===== config.mk =====
export PLATFORM = sky130hd
export DESIGN_NAME = esc_bus_ctrl
export DESIGN_NICKNAME = d
export VERILOG_FILES = /design/src/design/esc_pkg.sv /design/src/design/esc_area_decode.sv /design/src/design/esc_bus_ctrl.sv
export SDC_FILE = /design/constraint.sdc
export NUM_CORES = 1
export LEC_CHECK = 0
export ABC_AREA = 1
export BUFFER_PORTS_ARGS = -buffer_cell sky130_fd_sc_hd__buf_4
export CAP_MARGIN = 20
export CORE_MARGIN = 2
export CORE_UTILIZATION = 50
export CTS_CLUSTER_SIZE = 12
export DETAILED_ROUTE_END_ITERATION = 8
export PLACE_DENSITY_LB_ADDON = 0.15
export SETUP_SLACK_MARGIN = 0.2
export SYNTH_ARGS = -nofsm -noshare
export SYNTH_HDL_FRONTEND = slang
export SYNTH_SLANG_ARGS = --single-unit

===== constraint.sdc =====
create_clock -name core_clk -period 2 [get_ports core_clk]
set_clock_uncertainty 0.2 [all_clocks]
set_input_delay 0.5 -clock core_clk [delete_from_list [all_inputs] [get_ports core_clk]]
set_output_delay 0.5 -clock core_clk [all_outputs]
set_load 0.05 [all_outputs]

===== src/design/esc_pkg.sv =====
// Shared constants and carrier types for the external bus and system-control block.
// Assumes a single 250 MHz core clock and that every pin input is already synchronous to it.
package esc_pkg;

    // Bus widths and the area decode field.
    localparam int ESC_AW = 24; // Address lines 23 down to 0.
    localparam int ESC_DW = 16; // Data lines 15 down to 0.
    localparam int ESC_AREAS = 8; // One chip select for each area.
    localparam int ESC_AREA_LSB = 21; // Lowest address bit of the area number.
    localparam int ESC_AREA_W = 3; // Width of the area number.
    localparam int ESC_BE_HI = 1; // Byte-enable bit for data lines 15 to 8.
    localparam int ESC_BE_LO = 0; // Byte-enable bit for data lines 7 to 0.

    // Clock and reset-output stretch timing.
    localparam int ESC_CLK_PERIOD_NS = 4; // Core clock period in ns.
    localparam int ESC_RESET_OUT_N_NS = 100; // Least time the reset output stays low after reset.
    localparam int ESC_RESET_OUT_N_CW = 5; // Width of the reset-output counter.
    localparam logic [ESC_RESET_OUT_N_CW-1:0] ESC_RESET_OUT_N_CNT =
        ESC_RESET_OUT_N_CW'((ESC_RESET_OUT_N_NS + ESC_CLK_PERIOD_NS - 1) / ESC_CLK_PERIOD_NS);

    // Bus sequencer states, one-hot.
    typedef enum logic [5:0] {
        ESC_IDLE  = 6'h01, // Bus owned and quiet.
        ESC_T1    = 6'h02, // Address and chip select out, address strobe low.
        ESC_T2    = 6'h04, // Read or write strobes low; waits are inserted here.
        ESC_T3    = 6'h08, // Strobes released, answer given.
        ESC_GRANT = 6'h10, // Bus released to an external master.
        ESC_HW_STANDBY_N  = 6'h20  // Hardware standby.
    } esc_fsm_t;

    // Request from the core side.
    typedef struct packed {
        logic write; // High for a write, low for a read.
        logic [ESC_AW-1:0] addr; // Target address.
        logic [ESC_DW-1:0] wdata; // Write data.
        logic [1:0] be; // Byte enables for a write.
    } esc_req_t;

    // Answer to the core side.
    typedef struct packed {
        logic [ESC_DW-1:0] rdata; // Read data, zero after a write.
    } esc_rsp_t;

    // Complete state of the block.
    typedef struct packed {
        esc_fsm_t fsm;
        esc_req_t cur; // Access in progress.
        logic [ESC_AW-1:0] addr_bus;
        logic as_n;
        logic read_n;
        logic upper_write_n;
        logic lower_write_n;
        logic [ESC_DW-1:0] data_out;
        logic data_oe;
        logic bus_oe;
        logic bus_ack_n;
        logic cs_en;
        logic reset_out_n;
        logic [ESC_RESET_OUT_N_CW-1:0] reset_out_n_cnt;
        esc_rsp_t rsp;
        logic rsp_valid;
    } esc_state_t;

    // Value taken at reset: every strobe inactive and driven high.
    localparam esc_state_t ESC_ST_RST = '{
        fsm: ESC_IDLE,
        cur: '0,
        addr_bus: '0,
        as_n: 1'b1,
        read_n: 1'b1,
        upper_write_n: 1'b1,
        lower_write_n: 1'b1,
        data_out: '0,
        data_oe: 1'b0,
        bus_oe: 1'b1,
        bus_ack_n: 1'b1,
        cs_en: 1'b0,
        reset_out_n: 1'b0,
        reset_out_n_cnt: ESC_RESET_OUT_N_CNT,
        rsp: '0,
        rsp_valid: 1'b0
    };

endpackage


===== src/design/esc_area_decode.sv =====
// Area decoder that turns the top address bits into eight active-low chip selects.
// Assumes the enable comes from a flip-flop so the selects change with the clock edge.
`timescale 1ns/100ps
module esc_area_decode
    import esc_pkg::*;
(
    input wire logic [ESC_AW-1:0] addr,
    input wire logic enable,
    output logic [ESC_AREAS-1:0] chip_sel_n
);

    // Area number taken from the top bits of the address.
    logic [ESC_AREA_W-1:0] area;

    assign area = addr[ESC_AREA_LSB +: ESC_AREA_W];

    // One select per area; only the addressed one goes low, and none while disabled.
    genvar gi;
    generate
        for (gi = 0; gi < ESC_AREAS; gi++) begin : g_cs
            assign chip_sel_n[gi] = !(enable && (area == ESC_AREA_W'(gi)));
        end
    endgenerate

endmodule


===== src/design/esc_bus_ctrl.sv =====
// External bus sequencer with reset, reset-output, standby and bus-release control.
// Assumes all pin inputs are synchronous to core_clk and that a wrapper resolves the
// shared pins from the output enables.
`timescale 1ns/100ps

// Function
// - Low reset input puts block in reset.
// - Reset output tells outside devices about reset.
// - Low standby input enters hardware standby.
// - Acknowledge asserted after bus is released.
// - 24-line output address bus drives access address.
// - 16-bit data bus, driven on writes only.
// - Eight active-low area selects, one asserted.
// - Address strobe low while address valid.
// - Read strobe low during external reads.
// - Upper write low with valid upper data.
// - Lower write low with valid lower data.
// - Wait input stretches the running bus cycle.
module esc_bus_ctrl
    import esc_pkg::*;
(
    input wire logic core_clk,
    input wire logic rst_n,
    input wire logic reset_in_n,
    output logic reset_out_n,
    input wire logic hw_standby_n,
    output logic standby_active,
    input wire logic bus_request_n,
    output logic bus_ack_n,
    input wire logic req_valid,
    output logic req_ready,
    input wire esc_req_t core_req,
    output logic rsp_valid,
    output esc_rsp_t core_rsp,
    output logic [ESC_AW-1:0] addr_bus,
    output logic [ESC_AREAS-1:0] chip_sel_n,
    output logic addr_strobe_n,
    output logic read_n,
    output logic upper_write_n,
    output logic lower_write_n,
    output logic bus_oe,
    output logic [ESC_DW-1:0] data_out,
    output logic data_oe,
    input wire logic [ESC_DW-1:0] data_in,
    input wire logic wait_n
);

    // Registered state and its next value.
    esc_state_t st;
    esc_state_t next_st;

    // A new access is only taken on a quiet, owned bus with reset finished and no
    // external master asking; the master's request wins over a core request.
    assign req_ready = (st.fsm == ESC_IDLE) && st.bus_oe && st.reset_out_n
                       && bus_request_n && hw_standby_n && reset_in_n;

    // Next-state logic for the whole block.
    always_comb begin
        next_st = st;
        next_st.rsp_valid = 1'b0;

        // Reset output stays low for a fixed stretch after the block leaves reset.
        if (!st.reset_out_n) begin
            if (st.reset_out_n_cnt != '0) begin
                next_st.reset_out_n_cnt = st.reset_out_n_cnt - 1'b1;
            end else begin
                next_st.reset_out_n = 1'b1;
            end
        end

        unique case (st.fsm)
            // Quiet bus: start an access or hand the bus over.
            ESC_IDLE: begin
                next_st.bus_oe = 1'b1; // Take the bus back after a grant.
                if (!bus_request_n && st.bus_oe) begin
                    // Release first; acknowledge follows on the next edge.
                    next_st.fsm = ESC_GRANT;
                    next_st.bus_oe = 1'b0;
                end else if (req_valid && req_ready) begin
                    next_st.fsm = ESC_T1;
                    next_st.cur = core_req;
                    next_st.addr_bus = core_req.addr;
                    next_st.cs_en = 1'b1;
                    next_st.as_n = 1'b0;
                end
            end
            // Address phase: bring up the read or write strobes.
            ESC_T1: begin
                next_st.fsm = ESC_T2;
                if (st.cur.write) begin
                    next_st.data_out = st.cur.wdata;
                    next_st.data_oe = 1'b1;
                    next_st.upper_write_n = !st.cur.be[ESC_BE_HI];
                    next_st.lower_write_n = !st.cur.be[ESC_BE_LO];
                end else begin
                    next_st.read_n = 1'b0;
                end
            end
            // Strobe phase: hold while the wait input is low.
            ESC_T2: begin
                if (wait_n) begin
                    next_st.fsm = ESC_T3;
                    next_st.rsp.rdata = st.cur.write ? '0 : data_in;
                    next_st.read_n = 1'b1;
                    next_st.upper_write_n = 1'b1;
                    next_st.lower_write_n = 1'b1;
                    next_st.as_n = 1'b1;
                    next_st.rsp_valid = 1'b1;
                end
            end
            // Closing phase: data held one more cycle for hold time, then quiet.
            ESC_T3: begin
                next_st.fsm = ESC_IDLE;
                next_st.data_oe = 1'b0;
                next_st.cs_en = 1'b0;
            end
            // Bus released: acknowledge until the master lets go.
            ESC_GRANT: begin
                if (bus_request_n) begin
                    next_st.fsm = ESC_IDLE;
                    next_st.bus_ack_n = 1'b1;
                end else begin
                    next_st.bus_ack_n = 1'b0;
                end
            end
            // Standby: stay dark until the standby input rises.
            ESC_HW_STANDBY_N: begin
                next_st.fsm = ESC_IDLE;
            end
        endcase

        // Standby overrides everything except reset; an access in flight is dropped
        // without an answer, which the core must tolerate.
        if (!hw_standby_n) begin
            next_st = st;
            next_st.fsm = ESC_HW_STANDBY_N;
            next_st.as_n = 1'b1;
            next_st.read_n = 1'b1;
            next_st.upper_write_n = 1'b1;
            next_st.lower_write_n = 1'b1;
            next_st.cs_en = 1'b0;
            next_st.data_oe = 1'b0;
            next_st.bus_oe = 1'b0;
            next_st.bus_ack_n = 1'b1;
            next_st.rsp_valid = 1'b0;
        end

        // The reset pin wins over all, and restarts the reset-output stretch.
        if (!reset_in_n) begin
            next_st = ESC_ST_RST;
        end
    end

    // The single state register; async reset loads only the constant reset value.
    always_ff @(posedge core_clk or negedge rst_n) begin
        if (!rst_n) begin
            st <= ESC_ST_RST;
        end else begin
            st <= next_st;
        end
    end

    // Chip select decode from the registered address and enable.
    esc_area_decode u_area_decode (
        .addr(st.addr_bus),
        .enable(st.cs_en),
        .chip_sel_n(chip_sel_n)
    );

    // Pin outputs straight from the state register.
    assign reset_out_n = st.reset_out_n;
    assign standby_active = (st.fsm == ESC_HW_STANDBY_N);
    assign bus_ack_n = st.bus_ack_n;
    assign addr_bus = st.addr_bus;
    assign addr_strobe_n = st.as_n;
    assign read_n = st.read_n;
    assign upper_write_n = st.upper_write_n;
    assign lower_write_n = st.lower_write_n;
    assign bus_oe = st.bus_oe;
    assign data_out = st.data_out;
    assign data_oe = st.data_oe;
    assign rsp_valid = st.rsp_valid;
    assign core_rsp = st.rsp;

endmodule


==> metrics, run 1 <==
Post-synth EDFFs=0; die area=10040 um2; HP Class=input port to flip-flop; RSZ-0062 raised after global routing=true; top_reg_cell synth=dfrtp_1; register area share after synthesis=between 50 and 60%; crit share post-route=105.1%; Sink Count=96; post-synth top area share=a little under half; leakage power=3.276 nW; Inserted Diodes=0; largest net degree at the start of global routing=60; Worst Tran Pin Value=between 500 and 600 ps; max cap viols=0; post-synth top area cell=dfrtp_1; num ports=approximately 140; die height=between 100 and 150 um; Crit Path Max Fanout=3; Slew headroom=a little over 60%; Register Area=2419 um2; Critical Path RT=between 1000 and 1500 ps; TritonCTS Buffers=9; area growth from synthesis to layout=38.23%; share of layout cells above drive strength 1=about 40%; PwrDens=about 600 nW/um2; fmax=475.8 MHz; synthesized netlist net count=a little under 600; grt ovf=0; commonest cells in the netlist=90 x nand3_1, 86 x dfrtp_1, 67 x inv_1; Max H-tree Level=3; TritonCTS clock tree=built; DRC Markers=0; Gate Count Post-Synth=between 500 and 600; Fill cells=690; Psw=0.001110 W; Setup violations, final=3; post-route setup slack=-101.7 ps; final core utilization=70.23%; Yosys reg bits=96; Critical Path End Type=output port; Tot Pwr=about 0.0039 W; hold slack=around 170 ps; worst r2r dst=addr_bus[23]; drt wl/cell=about 17 um; footprint of the multi-input gates=between 1500 and 2000 um2; FP Rows=35; Crit Path Category=flip-flop to output port; failing checks=negative setup slack; R2R Setup Slk=roughly 100 ps; Max clock buf depth=2; Vias=approximately 4000; Yosys Warn Count=0; initial drt markers=170; Worst Min Path Start=core_req[15]; Cell Int Power=~0.0027 W; Die Wd=~100 um; logic gate share of total power=15.7%; switch share=just under 30%; mapped cell area=approximately 4600 um2; clock network power share=between 30% and 40%; initial core utilization=between 50 and 60%; r2r startpoint=st[117]; Core Box Area=just over 9000 um2; Worst Path Arrival=~1400 ps; Startpoint Class=flip-flop; DR vias/cell=around 5.3; Hold EP=st[86]; GP Congestion=0.9607; Area contributors post-synth=dfrtp_1 46%, nand3_1 9.7%, buf_4 9.4%; r2r worst-path depth=10; gr usage total=24.42%; max-slew violations=0; synthesized area per cell=around 8.7 um2; fin nets=slightly above 700; DRT antenna net count=0; Skew-Pair Late Insertion Delay=360 ps; top-count cell post-synth=nand3_1; vias in the first global route=approximately 3800; hold depth=3; Hold Violations, Final=0; Clock Pin Slew Worst Setup and Hold Paths=approximately 100 ps; router iterations before antenna repair=4; Post-Route WL=12630 um; Async SR Flop Fraction=between 90% and 100%; sequential share of power=around 53%; initial antenna violation count=0; Max rail drop VDD=approximately 0.00034 V; min Tclk post-route=2102 ps; root buffer cell=clkbuf_8; I/O Buffers=140; Yosys cell types=27; global-route wire length before repair=between 15000 and 20000 um; outcome=complete, but fails checks; DPL Wire Length=between 6000 and 7000 um
[timing repair]
item	in CTS	in global routing
hold buffers	1	0
pin swaps	14	12
setup buffers	13	14
gates cloned	6	4
setup endpoints to repair	34	99
resized for setup	74	64
endpoints found under the hold margin	22	0
[sequential cells by signal, indices dropped and copies added, names as in the netlist]
signal and flops:
reset_out_n 1, lower_write_n 1, read_n 1, addr_strobe_n 1, bus_ack_n 1, bus_oe 1
upper_write_n 1, st 31, addr_bus 24, data_oe 1, core_rsp 16, rsp_valid 1
data_out 16
[layout make-up]
| cell class | instances | share of cell area, % |
|---|---|---|
| Clock inverter | 6 | 0.8214 |
| Sequential cell | 96 | 37.81 |
| Clock buffer | 10 | 1.995 |
| Timing Repair Buffer | 185 | 27.32 |
| Inverter | 69 | 4.205 |
| Tap cell | 111 | 2.171 |
| Multi-Input combinational cell | 287 | 25.68 |
[critical path: stages, from the launching register on]
cell and delay [ps]:
dfstp_2 560, nand4_1 150, nor3_4 150, buf_6 170
[cells in the final DEF (no fill, tap or decap), drive strengths merged]
master       instances
clkbuf              13
nor3                 2
a21oi                7
o21ai               80
o21bai               1
inv                 71
o22ai                1
ha                   1
nand4                7
nand2               65
dfrtp               86
nand3               93
buf                181
a21boi               1
dlygate4sd3          1
clkinvlp             2
dfstp               10
nor2                29
clkinv               2
[metrics by stage]
stage | setup TNS [ps] | instance area [um2] | std cells | worst slack (ps)
floorplan | 0 | 4644 | 530 | 29.70
global placement | 0 | 5385 | 710 | 88.54
detailed placement | 0 | 5385 | 710 | 58.42
CTS | -162.4 | 6037 | 746 | -98.57
global route | -590.7 | 6397 | 764 | -182.9
finish | -166.0 | 6397 | 764 | -101.7
[power by group through the flow]
stage	sequential [W]	combinational (W)	clock (W)
after CTS	0.00203	0.000540	0.00123
after detailed placement	0.00207	0.000451	0
after floorplan	0.00210	0.000197	0
after global placement	0.00206	0.000446	0
after global routing	0.00205	0.000657	0.00132
final	0.00204	0.000605	0.00120
[cell families after synthesis]
| kind of cell | count (synthesis) | share of synthesized area, % |
|---|---|---|
| flops | 96 | 52.18 |
| buf+inv | 149 | 17.84 |
| simple gates | 194 | 19.84 |
| fa+ha+maj | 1 | 0.2703 |
| compound gates | 90 | 9.868 |
[worst max path at each step]
| stage | start | endpoint | slack (ps) | depth (start not counted) |
|---|---|---|---|---|
| after floorplan | bus_oe | req_ready | 30 | 2 |
| after global placement | hw_standby_n | st[114] | 90 | 7 |
| after detailed placement | hw_standby_n | st[114] | 60 | 7 |
| after CTS | st[114] | req_ready | -100 | 3 |
| after global routing | st[117] | req_ready | -180 | 4 |
| final | st[114] | req_ready | -100 | 3 |
[layer usage]
metal,vias up,GRT usage (%),part of all wire (%)
met1,1968,33.24,42
met3,20,3.830,5.9
li1,1906,-,-
met4,0,7.903,1.8
met2,153,40.01,51
met5,-,3.077,0
Note: power is estimated with default switching activity, not from simulation.
==> run 2: changes to the inputs <==
--- a/config.mk
+++ b/config.mk
@@ -6,14 +6,15 @@
 export NUM_CORES = 1
 export LEC_CHECK = 0
 export ABC_AREA = 1
-export BUFFER_PORTS_ARGS = -buffer_cell sky130_fd_sc_hd__buf_4
 export CAP_MARGIN = 20
 export CORE_MARGIN = 2
 export CORE_UTILIZATION = 50
 export CTS_CLUSTER_SIZE = 12
 export DETAILED_ROUTE_END_ITERATION = 8
+export DONT_BUFFER_PORTS = 1
 export PLACE_DENSITY_LB_ADDON = 0.15
 export SETUP_SLACK_MARGIN = 0.2
 export SYNTH_ARGS = -nofsm -noshare
 export SYNTH_HDL_FRONTEND = slang
 export SYNTH_SLANG_ARGS = --single-unit
+export TNS_END_PERCENT = 50
==> run 2 against run 1 <==
The run ends with negative hold slack, negative setup slack left. Critical path depth unchanged. Routed wire length is 18% lower. Register-to-register slack improved by 70 ps. Total power shrank 0.73%. Die area is the same. Clock power rose by 22%. Hold slack worse by 540 ps. Core utilization fell by 15 points. Combinational power fell by 51%. Worst setup slack worse by 10 ps.
==> metrics, run 2 (synthesis gave the netlist of run 1 again) <==
Clock Pin Slew Worst Setup and Hold Paths=100 ps; Slew headroom=roughly two thirds; initial drt markers=approximately 140; Psw=approximately 0.00096 W; GP Congestion=around 0.85; placed instance area=between 4000 and 5000 um2; failing checks=negative hold slack, negative setup slack; leakage power=about 2.4 nW; Tot Pwr=0.003823 W; Hold Violations, Final=between 90 and 100; Die Wd=~100 um; largest net degree at the start of global routing=97; logic gate share of total power=under 10%; switch share=25.07%; initial core utilization=approximately 51%; final core utilization=a little under three fifths; CP startpoint=st[114]; die height=100.2 um; Skew-Pair Late Insertion Delay=~360 ps; vias in the first global route=3133; DRT antenna net count=0; Worst setup endpoint=req_ready; area growth from synthesis to layout=8.435%; global-route wire length before repair=between 15000 and 20000 um; drt wl/cell=about 17 um; fin nets=563; Startpoint Class=flip-flop; r2r worst-path depth=9; max reg flops=31; DPL Wire Length=~6300 um; commonest non-fill, non-tap cells in the layout=86 x nand3_1, 84 x dfrtp_1, 58 x inv_1; Post-Route WL=approximately 10000 um; hold slack=-372.8 ps; sequential share of power=54.0%; commonest non-fill, non-tap cell in the layout=nand3_1; I/O Buffers=0; Sink Count=96; setup TNS=-179.2 ps; die area=about 10000 um2; max-slew violations=0; worst slack at placement=141.0 ps; Vias=approximately 3300; Setup violations, final=2; Crit Path Category=flip-flop to output port; clock network power share=38.2%; Cell Int Power=around 0.0029 W; design area=5019 um2; root buffer cell=clkbuf_8; fmax=roughly 470 MHz; Top reg by flops=st; Core Box Area=a little over 9000 um2; TritonCTS clock tree=built; R2R Setup Slk=170 ps; worst r2r dst=st[77]; min Tclk post-route=~2100 ps; Max rail drop VDD=between 0.0004 and 0.0005 V; share of layout cells above drive strength 1=roughly a fifth; DR vias/cell=5.365; num ports=~140; post-route setup slack=-111.9 ps; FP Rows=35; Crit Path Max Fanout=4; Worst Path Arrival=approximately 1400 ps; RSZ-0062 raised after global routing=true; TritonCTS Buffers=9; Critical Path RT=between 1000 and 1500 ps; PwrDens=between 700 and 800 nW/um2; crit share post-route=105.6%; HP Class=input port to asynchronous set/reset pin; outcome=complete, but fails checks; gr usage total=about a fifth; r2r startpoint=st[119]; Critical Path End Type=output port; initial antenna violation count=0; Max H-tree Level=3; router iterations before antenna repair=4; DRC Markers=0; Max clock buf depth=2; CTS Hold Buffers Added=2; max cap viols=0; Worst Tran Pin Value=513.0 ps; Inserted Diodes=0; grt ovf=0
run 2: per-stage QoR:
stage / hold slack, ps / instances
floorplan: 4.409 / 530
global placement: 6.350 / 581
detailed placement: 6.620 / 581
CTS: -396.6 / 605
global route: -408.1 / 611
finish: -372.8 / 611
run 2: power by group through the flow:
stage          registers, W  clock network [W]  logic [W]
3_5_place_dp        0.00210                  0   0.000240
4_1_cts             0.00206            0.00149   0.000268
2_1_floorplan       0.00210                  0   0.000197
6_report            0.00206            0.00146   0.000299
5_1_grt             0.00207            0.00158   0.000335
3_3_place_gp        0.00210                  0   0.000235
run 2: cell type report:
type | count | area (um2)
Fill cell | 830 | 4090
Sequential cell | 96 | 2417
Multi-Input combinational cell | 285 | 1525
Timing Repair Buffer | 35 | 449.2
Inverter | 69 | 261.5
Tap cell | 111 | 138.9
Clock buffer | 10 | 137.6
Clock inverter | 5 | 88.84
run 2: how the worst min path moves through the flow:
stage,from,to,slack [ps],cells past startpoint
after floorplan,rst_n,addr_bus[0],4,0
final,rst_n,addr_bus[11],-370,0
after detailed placement,rst_n,addr_bus[16],7,0
after global routing,rst_n,addr_bus[11],-410,0
after global placement,rst_n,addr_bus[16],6,0
after CTS,rst_n,addr_bus[16],-400,0
run 2: critical path, stage by stage (launching register included):
cell and delay [ps]:
dfstp_2 570, nand4_1 150, nor3_4 180, buf_12 160
run 2: layer usage:
layer | part of all wire, % | global-route usage, %
met5 | 0 | 0
met1 | 45 | 27.63
met2 | 47 | 31.80
met3 | 6.2 | 5.780
met4 | 1.1 | 6.217
run 2: repair_timing:
action,in CTS,in global routing
gates resized for setup,37,18
cloned,0,2
setup buffers,7,4
pin swaps,14,15
endpoints found under the setup margin,35,99
endpoints found under the hold margin,98,96
==> run 3: changes to the inputs <==
--- a/config.mk
+++ b/config.mk
@@ -16,5 +16,6 @@
 export SETUP_SLACK_MARGIN = 0.2
 export SYNTH_ARGS = -nofsm -noshare
 export SYNTH_HDL_FRONTEND = slang
+export SYNTH_HIERARCHICAL = 1
 export SYNTH_SLANG_ARGS = --single-unit
 export TNS_END_PERCENT = 50
==> run 3 against run 2 <==
Sequential cell count unchanged. The run still ends with negative hold slack, negative setup slack left. Critical path type unchanged. Routed wire length up 4.4%. Total power down 9.1%. Global-route usage up 0.38 points. Cell count down 0.16%. Synthesized cell count down 0.38%. Combinational power down 32%. Sequential power about the same. First-iteration DRC count up 9.2%. Critical path depth up 1.
==> metrics, run 3 <==
outcome=complete, but fails checks; failing checks=negative hold slack, negative setup slack; Yosys Warn Count=6; die height=about 100 um; I/O Buffers=0; Area contributors post-synth=dfrtp_1 46%, nand3_1 11%, buf_4 9.8%; synthesized area per cell=between 8 and 9 um2; min Tclk post-route=~2000 ps; gr usage total=between 20% and 30%; commonest non-fill, non-tap cells in the layout=98 x nand3_1, 86 x nand2_1, 84 x dfrtp_1; logic gate share of total power=about 5.9%; Skew-Pair Late Insertion Delay=370 ps; Crit Path Max Fanout=3; Gate Count Post-Synth=between 500 and 600; Sink Count=96; worst slack at placement=114.2 ps; TritonCTS Buffers=9; hold slack=-389.6 ps; Async SR Flop Fraction=100.0%; DRT antenna net count=0; Post-Route WL=about 11000 um; Startpoint Class=flip-flop; PwrDens=a little under 700 nW/um2; Setup violations, final=1; R2R Setup Slk=about 130 ps; grt ovf=0; TritonCTS clock tree=built; Crit Path Category=flip-flop to output port; Inserted Diodes=0; commonest non-fill, non-tap cell in the layout=nand3_1; switch share=27.02%; sequential share of power=roughly 58%; Max rail drop VDD=about 0.00029 V; r2r startpoint=st[114]; final core utilization=a little under three fifths; FP Rows=35; Max clock buf depth=2; mapped cell area=4654 um2; clock network power share=between 30% and 40%; global-route wire length before repair=~16000 um; Cell Int Power=approximately 0.0025 W; Psw=0.0009390 W; Worst setup endpoint=req_ready; root buffer cell=clkbuf_8; num ports=141; synthesized netlist net count=slightly below 600; initial core utilization=between 50% and 60%; top_reg_cell synth=dfrtp_1; leakage power=2.456 nW; HP Class=input port to asynchronous set/reset pin; r2r worst-path depth=8; largest net degree at the start of global routing=just under 100; share of layout cells above drive strength 1=around a quarter; Top reg by flops=st; Core Box Area=approximately 9200 um2; CTS Hold Buffers Added=2; max reg flops=31; post-synth top area cell=dfrtp_1; Worst Path Arrival=roughly 1300 ps; register area share after synthesis=slightly above 50%; area growth from synthesis to layout=8.898%; post-synth top area share=46.24%; vias in the first global route=approximately 3200; worst r2r dst=st[73]; Hold Violations, Final=96; Yosys reg bits=96; die area=just over 10000 um2; crit share post-route=101.5%; DRC Markers=0; Slew headroom=65.05%; RSZ-0062 raised after global routing=true; Max H-tree Level=3; Worst Tran Pin Value=roughly 520 ps; DR vias/cell=5.500; post-route setup slack=-29.89 ps; Vias=about 3400; Critical Path RT=1300 ps; max-slew violations=0; Clock Pin Slew Worst Setup and Hold Paths=around 100 ps; Yosys cell types=34; fmax=about 490 MHz; fin nets=around 560; initial antenna violation count=0; commonest cells in the netlist=101 x nand3_1, 98 x nand2_1, 86 x dfrtp_1; Post-synth EDFFs=0; Die Wd=between 100 and 150 um; initial drt markers=154; CP startpoint=st[114]; max cap viols=0; top-count cell post-synth=nand3_1; DPL Wire Length=approximately 6900 um; router iterations before antenna repair=4; Critical Path End Type=output port; drt wl/cell=17.61 um; GP Congestion=about 0.9
-- run 3: changes by cell type after synthesis, sizes merged, moves of 3 or more --
cell	previous run	this run
buf	77	72
clkbuf	3	6
inv	68	62
nand2	64	103
nand3	92	104
o21ai	80	21
o22ai	1	17
-- run 3: worst min path at each step --
stage | cells past startpoint | to | startpoint | slack (ps)
global route | 0 | st[118] | rst_n | -420
floorplan | 0 | addr_bus[0] | rst_n | 4
global placement | 0 | st[118] | rst_n | 8
finish | 0 | st[119] | rst_n | -390
CTS | 0 | data_out[7] | rst_n | -400
detailed placement | 0 | st[119] | rst_n | 7
-- run 3: repair_timing --
action	in CTS	in global routing
pin swaps	11	29
endpoints found under the hold margin	99	96
setup buffers	5	2
gates cloned	0	1
endpoints found under the setup margin	37	104
gates resized for setup	35	37
-- run 3: layer usage --
metal | vias to the layer above | track usage, % | part of all wire (%)
li1 | 1582 | - | -
met3 | 11 | 7.351 | 8.2
met2 | 118 | 33.82 | 50
met4 | 0 | 7.376 | 1.3
met5 | - | 0 | 0
met1 | 1644 | 25.50 | 40
-- run 3: through the flow --
stage          setup TNS, ps  total power [W]  cell area, um2  std cells
6_report              -29.89         0.003475            5069        610
3_3_place_gp               0         0.002219            4524        584
3_5_place_dp               0         0.002224            4524        584
5_1_grt               -182.2         0.003607            5069        610
2_1_floorplan              0         0.002201            4672        528
4_1_cts               -61.03         0.003478            4867        607
-- run 3: cell families after synthesis --
logic type | after synthesis | share of synthesized area (%)
compound gates | 48 | 5.968
buf+inv | 140 | 16.75
simple gates | 243 | 25.13
fa+ha+maj | 1 | 0.2688
flops | 96 | 51.88
-- run 3: area by class of cell --
type / instances / area [um2]
multi-input cells: 293 / 1699
flip-flops and latches: 96 / 2417
well taps: 111 / 138.9
fillers: 821 / 4084
clock buffers: 9 / 123.9
repair buffers: 32 / 376.6
clock inverters: 7 / 62.56
inverters: 62 / 250.2
-- run 3: worst max-delay path, stage by stage, from the launching register on --
cell and delay, ps:
dfstp_2 570, nand2_2 80, nor2_4 140, nand2_4 80
clkinv_8 90
-- run 3: power groups by stage --
stage / clock, W / sequential, W / combinational [W]
6_report: 0.00125 / 0.00203 / 0.000204
5_1_grt: 0.00135 / 0.00203 / 0.000223
4_1_cts: 0.00127 / 0.00202 / 0.000180
3_5_place_dp: 0 / 0.00206 / 0.000162
3_3_place_gp: 0 / 0.00206 / 0.000158
2_1_floorplan: 0 / 0.00207 / 0.000135
